`src/rtl/pprl_regs.vh`:
```
// Summary of operation
// - per-port byte 7 high nibble: rx queue3 limit
// - per-port byte 7 low nibble: rx queue2 limit
// - per-port byte 8 high nibble: tx queue1 limit
// - per-port byte 8 low nibble: tx queue0 limit
// - shape each receive queue to its code
// - shape each transmit queue to its code
// - code zero unlimited; fields reset to zero
// - codes 1-8 map 64 Kbps to 8 Mbps
// - codes 9-15 map 16 to 88 Mbps
// - at 10 Mbit/s, codes above 10 Mbps unlimited
// - single tx queue: only queue0 limited
`ifndef PPRL_REGS_VH
`define PPRL_REGS_VH
`define PPRL_P1_RX_ADDR 8'h17
`define PPRL_P1_TX_ADDR 8'h18
`define PPRL_P2_RX_ADDR 8'h27
`define PPRL_P2_TX_ADDR 8'h28
`define PPRL_P3_RX_ADDR 8'h37
`define PPRL_P3_TX_ADDR 8'h38
`define PPRL_REG_RESET 8'h00
`define PPRL_HI_NIB 7:4
`define PPRL_LO_NIB 3:0
`define PPRL_CODE_OFF 4'h0
`define PPRL_CODE_10M_MAX 4'h8
// rates in Kbps
`define PPRL_KBPS_W 17
`define PPRL_R1 17'd64
`define PPRL_R2 17'd128
`define PPRL_R3 17'd256
`define PPRL_R4 17'd512
`define PPRL_R5 17'd1000
`define PPRL_R6 17'd2000
`define PPRL_R7 17'd4000
`define PPRL_R8 17'd8000
`define PPRL_R9 17'd16000
`define PPRL_R10 17'd32000
`define PPRL_R11 17'd48000
`define PPRL_R12 17'd64000
`define PPRL_R13 17'd72000
`define PPRL_R14 17'd80000
`define PPRL_R15 17'd88000
// clock in KHz; one byte costs 8 bits * clock KHz credit units
`define PPRL_CLK_KHZ 125000
`define PPRL_CRED_W 22
`define PPRL_BYTE_COST 22'd1000000
`define PPRL_CRED_CAP 22'd2000000
`endif

```
`src/rtl/pprl_rate_limiter.v`:
```
`timescale 1ns/100ps
`include "pprl_regs.vh"
// lane index = port*4 + q: q0 tx queue0, q1 tx queue1, q2 rx queue2, q3 rx queue3.
// a byte passes on a lane in each cycle where byte_req and byte_ok are both high.
module pprl_rate_limiter (
  input wire mclk,
  input wire rst,
  input wire [7:0] reg_addr,
  input wire [7:0] reg_wdata,
  input wire reg_wr,
  input wire reg_rd,
  output reg [7:0] reg_rdata,
  input wire [2:0] port_is_10m,
  input wire [2:0] tx_multi_queue_en,
  input wire [11:0] byte_req,
  output wire [11:0] byte_ok
);

  reg [7:0] rx_q [0:2];
  reg [7:0] tx_q [0:2];
  wire [2:0] spd_q;
  wire [2:0] mq_q;
  integer i;

  // lane layout: four lanes per port, one per shaped queue
  localparam integer NUM_LANES = 12;
  localparam integer LANES_PER_PORT = 4;
  localparam integer Q_TX1 = 1;
  localparam integer Q_RX2 = 2;
  localparam integer Q_RX3 = 3;

  function [`PPRL_KBPS_W-1:0] code_rate;
    input [3:0] code;
    begin
      case (code)
        4'h1: code_rate = `PPRL_R1;
        4'h2: code_rate = `PPRL_R2;
        4'h3: code_rate = `PPRL_R3;
        4'h4: code_rate = `PPRL_R4;
        4'h5: code_rate = `PPRL_R5;
        4'h6: code_rate = `PPRL_R6;
        4'h7: code_rate = `PPRL_R7;
        4'h8: code_rate = `PPRL_R8;
        4'h9: code_rate = `PPRL_R9;
        4'ha: code_rate = `PPRL_R10;
        4'hb: code_rate = `PPRL_R11;
        4'hc: code_rate = `PPRL_R12;
        4'hd: code_rate = `PPRL_R13;
        4'he: code_rate = `PPRL_R14;
        4'hf: code_rate = `PPRL_R15;
        default: code_rate = {`PPRL_KBPS_W{1'b0}};
      endcase
    end
  endfunction

  // speed and queue-mode levels come from other logic and pins; they are
  // slow levels, so a plain two-flop synchroniser per bit is enough
  pprl_sync #(
    .WIDTH(3)
  ) u_spd_sync (
    .mclk(mclk),
    .rst(rst),
    .din(port_is_10m),
    .dout_q(spd_q)
  );

  pprl_sync #(
    .WIDTH(3)
  ) u_mq_sync (
    .mclk(mclk),
    .rst(rst),
    .din(tx_multi_queue_en),
    .dout_q(mq_q)
  );

  always @(posedge mclk or posedge rst) begin
    if (rst) begin
      for (i = 0; i < 3; i = i + 1) begin
        rx_q[i] <= `PPRL_REG_RESET;
        tx_q[i] <= `PPRL_REG_RESET;
      end
    end else if (reg_wr) begin
      case (reg_addr)
        `PPRL_P1_RX_ADDR: rx_q[0] <= reg_wdata;
        `PPRL_P1_TX_ADDR: tx_q[0] <= reg_wdata;
        `PPRL_P2_RX_ADDR: rx_q[1] <= reg_wdata;
        `PPRL_P2_TX_ADDR: tx_q[1] <= reg_wdata;
        `PPRL_P3_RX_ADDR: rx_q[2] <= reg_wdata;
        `PPRL_P3_TX_ADDR: tx_q[2] <= reg_wdata;
        default: ;
      endcase
    end
  end

  // read data is registered; unmapped addresses read zero
  always @(posedge mclk or posedge rst) begin
    if (rst) begin
      reg_rdata <= `PPRL_REG_RESET;
    end else if (reg_rd) begin
      case (reg_addr)
        `PPRL_P1_RX_ADDR: reg_rdata <= rx_q[0];
        `PPRL_P1_TX_ADDR: reg_rdata <= tx_q[0];
        `PPRL_P2_RX_ADDR: reg_rdata <= rx_q[1];
        `PPRL_P2_TX_ADDR: reg_rdata <= tx_q[1];
        `PPRL_P3_RX_ADDR: reg_rdata <= rx_q[2];
        `PPRL_P3_TX_ADDR: reg_rdata <= tx_q[2];
        default: reg_rdata <= `PPRL_REG_RESET;
      endcase
    end
  end

  genvar g;
  generate
    for (g = 0; g < NUM_LANES; g = g + 1) begin : lane
      localparam integer PORT = g / LANES_PER_PORT;
      localparam integer QUE = g % LANES_PER_PORT;
      wire [3:0] raw_code;
      wire [3:0] eff_code;
      wire limited;
      wire [`PPRL_KBPS_W-1:0] rate;

      if (QUE == Q_RX3) begin : q3
        assign raw_code = rx_q[PORT][`PPRL_HI_NIB];
      end else if (QUE == Q_RX2) begin : q2
        assign raw_code = rx_q[PORT][`PPRL_LO_NIB];
      end else if (QUE == Q_TX1) begin : q1
        // single-queue port: queue1 never limited
        assign raw_code = mq_q[PORT] ? tx_q[PORT][`PPRL_HI_NIB]
                                     : `PPRL_CODE_OFF;
      end else begin : q0
        assign raw_code = tx_q[PORT][`PPRL_LO_NIB];
      end

      // rates above 10 Mbps fall back to unlimited on a 10 Mbit/s port
      assign eff_code = (spd_q[PORT] && raw_code > `PPRL_CODE_10M_MAX) ?
                        `PPRL_CODE_OFF : raw_code;
      assign limited = (eff_code != `PPRL_CODE_OFF);
      assign rate = code_rate(eff_code);

      pprl_bucket u_bucket (
        .mclk(mclk),
        .rst(rst),
        .limited(limited),
        .rate(rate),
        .req(byte_req[g]),
        .ok(byte_ok[g])
      );
    end
  endgenerate

endmodule

// token bucket for one lane: it gains the coded rate in Kbps every cycle
// and pays eight bits times the clock rate in KHz for each byte passed
module pprl_bucket (
  input wire mclk,
  input wire rst,
  input wire limited,
  input wire [`PPRL_KBPS_W-1:0] rate,
  input wire req,
  output wire ok
);

  wire take;
  wire [`PPRL_CRED_W:0] gain;
  reg [`PPRL_CRED_W:0] sum;
  reg [`PPRL_CRED_W-1:0] cred_d;
  reg [`PPRL_CRED_W-1:0] cred_q;

  assign ok = !limited || (cred_q >= `PPRL_BYTE_COST);
  assign take = req && ok;
  assign gain = {{(`PPRL_CRED_W + 1 - `PPRL_KBPS_W){1'b0}}, rate};

  // the cap bounds a burst after a quiet spell to two bytes; an unlimited
  // lane sits at the cap, so a newly set code starts with that full burst
  always @* begin
    sum = {1'b0, cred_q} + gain;
    if (take && limited) begin
      sum = sum - {1'b0, `PPRL_BYTE_COST};
    end
    if (!limited || sum > {1'b0, `PPRL_CRED_CAP}) begin
      cred_d = `PPRL_CRED_CAP;
    end else begin
      cred_d = sum[`PPRL_CRED_W-1:0];
    end
  end

  always @(posedge mclk or posedge rst) begin
    if (rst) begin
      cred_q <= `PPRL_CRED_CAP;
    end else begin
      cred_q <= cred_d;
    end
  end

endmodule

// two-flop synchroniser for level inputs from another domain; only the
// second flop is read, so a metastable first stage never reaches logic
module pprl_sync #(
  parameter WIDTH = 3
) (
  input wire mclk,
  input wire rst,
  input wire [WIDTH-1:0] din,
  output reg [WIDTH-1:0] dout_q
);

  reg [WIDTH-1:0] meta_q;

  always @(posedge mclk or posedge rst) begin
    if (rst) begin
      meta_q <= {WIDTH{1'b0}};
      dout_q <= {WIDTH{1'b0}};
    end else begin
      meta_q <= din;
      dout_q <= meta_q;
    end
  end

endmodule

```
`config.mk`:
```
export PLATFORM = sky130hd
export DESIGN_NAME = pprl_rate_limiter
export DESIGN_NICKNAME = d
export VERILOG_FILES = /design/src/rtl/pprl_rate_limiter.v
export VERILOG_INCLUDE_DIRS = /design/src /design/src/rtl
export SDC_FILE = /design/constraint.sdc
export NUM_CORES = 2
export LEC_CHECK = 0
export BUFFER_PORTS_ARGS = -buffer_cell sky130_fd_sc_hd__buf_2
export CORE_MARGIN = 1
export CORE_UTILIZATION = 55
export DETAILED_ROUTE_END_ITERATION = 7
export GPL_TIMING_DRIVEN = 0
export PLACE_DENSITY_LB_ADDON = 0.2
export SLEW_MARGIN = 0
export SYNTH_ARGS = -nofsm -noshare
export SYNTH_HDL_FRONTEND = slang
export SYNTH_SLANG_ARGS = --single-unit
```
`constraint.sdc`:
```
create_clock -name mclk -period 16.7 [get_ports mclk]
set_clock_uncertainty 0.2 [all_clocks]
set_input_delay 0 -clock mclk [delete_from_list [all_inputs] [get_ports mclk]]
set_output_delay 0 -clock mclk [all_outputs]
set_load 0.03 [all_outputs]
```
==> results.py <==
metrics = {
    "run_status": {
        "status": "complete, but fails checks",
        "violations": "design-rule violations",
    },
    "sta": {
        "worst_pin_slew_ps": 1120,
        "finalHoldViolations": 0,
        "timing.final.crit_share": 0.422,
        "rsz0062_at_grt": "false",
        "layout_min_cycle_time_ps": 7050,
        "hold_ws_ps": 145,
        "slew-limit-headroom": 0.243,
        "finalSetupViolations": 0,
        "clock.fmax_mhz": 142,
        "final_max_slew_viol_count": 0,
        "fin_setup_tns_ps": 0,
    },
    "synth": {
        "synth_edf_count": 0,
        "synth_flop_cell": "dfrtp_1",
        "ys_ff_latch": 296,
        "ys_async_sr_fraction": 1.00,
        "ys_types": 118,
        "seq_area_frac_synth": 0.227,
        "yosysTopAreaCellShare": 0.160,
        "yosysTopAreaCell": "dfrtp_1",
        "netlist_instances": 4132,
        "synth_area_leaders": "dfrtp_1 16%, ha_1 11%, dfstp_2 6.7%",
        "syn_avg_cell_area_sq_um": 8.01,
        "syn-cell-area_sq_um": 33100,
        "yosysWarnings": 0,
    },
    "cts": {
        "numCtsBuffers": 40,
        "clock_path_buffers": 3,
        "cts_sinks": 296,
        "clock_latency_ps": 570,
        "postCtsSetupRepairBufs": 0,
        "postCtsHoldBufs": 38,
        "cts.reportedPaths.clkPinSlew_ps": 60,
        "cts.htree.levels": 2,
        "ctsRootBufferMaster": "clkbuf_16",
        "post_cts_resize_count": 0,
        "cts_tree": "yes",
    },
    "detailed_routing": {
        "drt-wirelength-per-cell_um": 17.2,
        "antenna_left": 0,
        "drc_errors": 3,
        "drt_wl_total_um": 87700,
        "vias": 31500,
        "via_per_inst": 6.19,
        "drtIter0Drc": 2440,
        "firstDrtPassIters": 8,
    },
    "worst_setup_path": {
        "path_class": "flop to flop",
        "critPathLaunchType": "flop",
        "critical_path_required_ps": 16950,
        "critPathBufInv": 4,
        "crit_slowest_cell": "or4b_2",
        "crit_fanout": 10,
        "cp_top_family": "simple AND/OR/NAND/NOR gates",
        "arrival_ps": 7300,
        "crit_path_max_incr_delay_ps": 600,
        "critPathCaptureType": "flop",
        "cp_common_cell": "ha_1",
    },
    "global_route": {
        "grt_pass1_vias": 29000,
        "grt_antenna_before_repair": 6,
        "grt_max_degree": 125,
        "grt_pass1_wl_um": 144000,
        "gr-total-overflow": 0,
        "grtUsageTotal": 0.282,
    },
    "die": {
        "dieArea_sq_um": 61200,
        "core_area_sq_um": 59200,
        "die_y_um": 247,
        "die_w_um": 247,
        "io_pins": 58,
        "rows": 89,
        "start_util": 0.559,
    },
    "finish": {
        "drive_gt1_frac": 0.0977,
        "area_delta_synth_final_pct": 9.55,
        "fin_area_sq_um": 36300,
        "final_core_util": 0.612,
        "fill_cells": 5342,
        "fin_nets": 4615,
    },
    "pwr": {
        "max-vdd-ir-drop_mv": 0.113,
        "powerDensity_nw_per_um2": 77.6,
        "leakage_uw": 0.0158,
    },
    "placement": {
        "hpwl_um": 66600,
        "place_area_sq_um": 34500,
        "gp_congestion": 0.941,
        "portBuffers": 55,
    },
    "job": {
        "cap_violations": 0,
    },
    "worst_hold_path": {
        "hp-class": "input port to flop",
    },
}
## worst reg2reg max path: stages, from the launching register on
cell	delay, ps
dfrtp_1	550
clkbuf_1	490
nand2_1	160
and2_1	260
inv_1	210
ha_1	260
a211oi_1	90
a31oi_1	240
ha_1	310
a32o_2	340
nor2_1	180
xor2_1	230
ha_1	310
or4b_2	600
nand3_1	110
nor3_1	70
nand2b_1	140
clkbuf_1	330
nand4_1	190
nor4_1	280
nand3b_1	140
o2111ai_1	190
o221a_1	340
o31ai_4	400
buf_6	230
nor2_2	60
## cells by family after synthesis
kind of cell | Yosys count | share of synthesized area
AND/OR/NAND/NOR | 1522 | 0.235
other | 1 | 0.000113
flip-flops | 296 | 0.227
multiplexers | 85 | 0.0295
adder cells (fa/ha/maj) | 297 | 0.115
AO/OA/AOI/OAI | 1276 | 0.272
buffers and inverters | 363 | 0.0439
XOR/XNOR | 292 | 0.0772
## worst paths after layout
path	from	end	slack, ps	depth (start not counted)
max in group asynchronous	rst	lane[10].u_bucket.cred_q[21]$_DFF_PP0_	14290	6
setup / recovery	u_spd_sync.dout_q[1]$_DFF_PP0_	lane[6].u_bucket.cred_q[13]$_DFF_PP0_	9650	25
hold reg to reg	u_spd_sync.meta_q[2]$_DFF_PP0_	u_spd_sync.dout_q[2]$_DFF_PP0_	150	0
setup reg to reg	u_spd_sync.dout_q[1]$_DFF_PP0_	lane[6].u_bucket.cred_q[13]$_DFF_PP0_	9650	25
min in group asynchronous	rst	lane[4].u_bucket.cred_q[21]$_DFF_PP0_	490	4
hold / removal	byte_req[2]	lane[2].u_bucket.cred_q[11]$_DFF_PP0_	150	6
## through the flow
step                      power (uW)  std cells  setup slack, ps
final                           2810       5086             9650
after global routing            2980       5086             9020
after CTS                       2820       5084             9660
after detailed placement        1850       4973             9730
after global placement          1840       4971             4490
after floorplan                 1620       4143             8460
## layout by cell type, fill, tap and decap left out, drive strengths merged, types with 39 or more instances in the layout
cell type  count
nand3        124
ha           285
nand2        333
o21a          58
nor2b         54
nor3         119
buf          101
clkbuf       187
a21oi        292
nand2b        47
or3           46
a211oi        65
mux2          50
a21o          75
xnor2        183
and3          59
dfrtp        212
nor2         378
o31ai         66
a31oi         56
inv          187
o211ai        62
nor4          39
o21ai        211
nand4         40
xor2         109
dfstp         84
and2         101
## flip-flops by register name, summed over array words and instances, names as in the netlist
name / count
u_spd_sync.dout_q: 3
reg_rdata: 8
lane.u_bucket.cred_q: 228
u_spd_sync.meta_q: 3
u_mq_sync.dout_q: 3
tx_q: 12
lane.raw_code: 36
u_mq_sync.meta_q: 3
## metal layers
metal	global-route usage	part of all wire	vias up
li1	-	-	15700
met1	0.392	0.47	14900
met2	0.456	0.46	809
met3	0.0368	0.054	147
met4	0.0803	0.023	6
met5	0	0.00049	-
## area by class of cell
type                            count  area [sq um]  area share
Buffer                            174           743      0.0205
Clock buffer                       57          1180      0.0325
Inverter                          189           717      0.0198
Multi-Input combinational cell   3484         24200       0.667
Antenna cell                        2          5.00    0.000138
Tap cell                          773           967      0.0267
Timing Repair Buffer               95           711      0.0196
Clock inverter                     16           254     0.00700
Sequential cell                   296          7510       0.207
## Yosys cell counts, drive strengths merged (56+ instances only)
library cell / number
a211oi: 65
a21o: 75
a21oi: 292
a31oi: 56
and2: 101
and3: 59
clkbuf: 130
dfrtp: 212
dfstp: 84
ha: 285
inv: 187
nand2: 333
nand3: 124
nor2: 378
nor3: 119
o211ai: 62
o21a: 58
o21ai: 211
o31ai: 66
xnor2: 183
xor2: 109
## where the power goes
group	switching (uW)	leakage (uW)	total (uW)	internal [uW]
clock	357	0.000697	942	584
combinational	671	0.0113	1070	403
sequential	35.5	0.00375	798	762
total	1060	0.0158	2810	1750
Power figures use the tool's default switching activity.
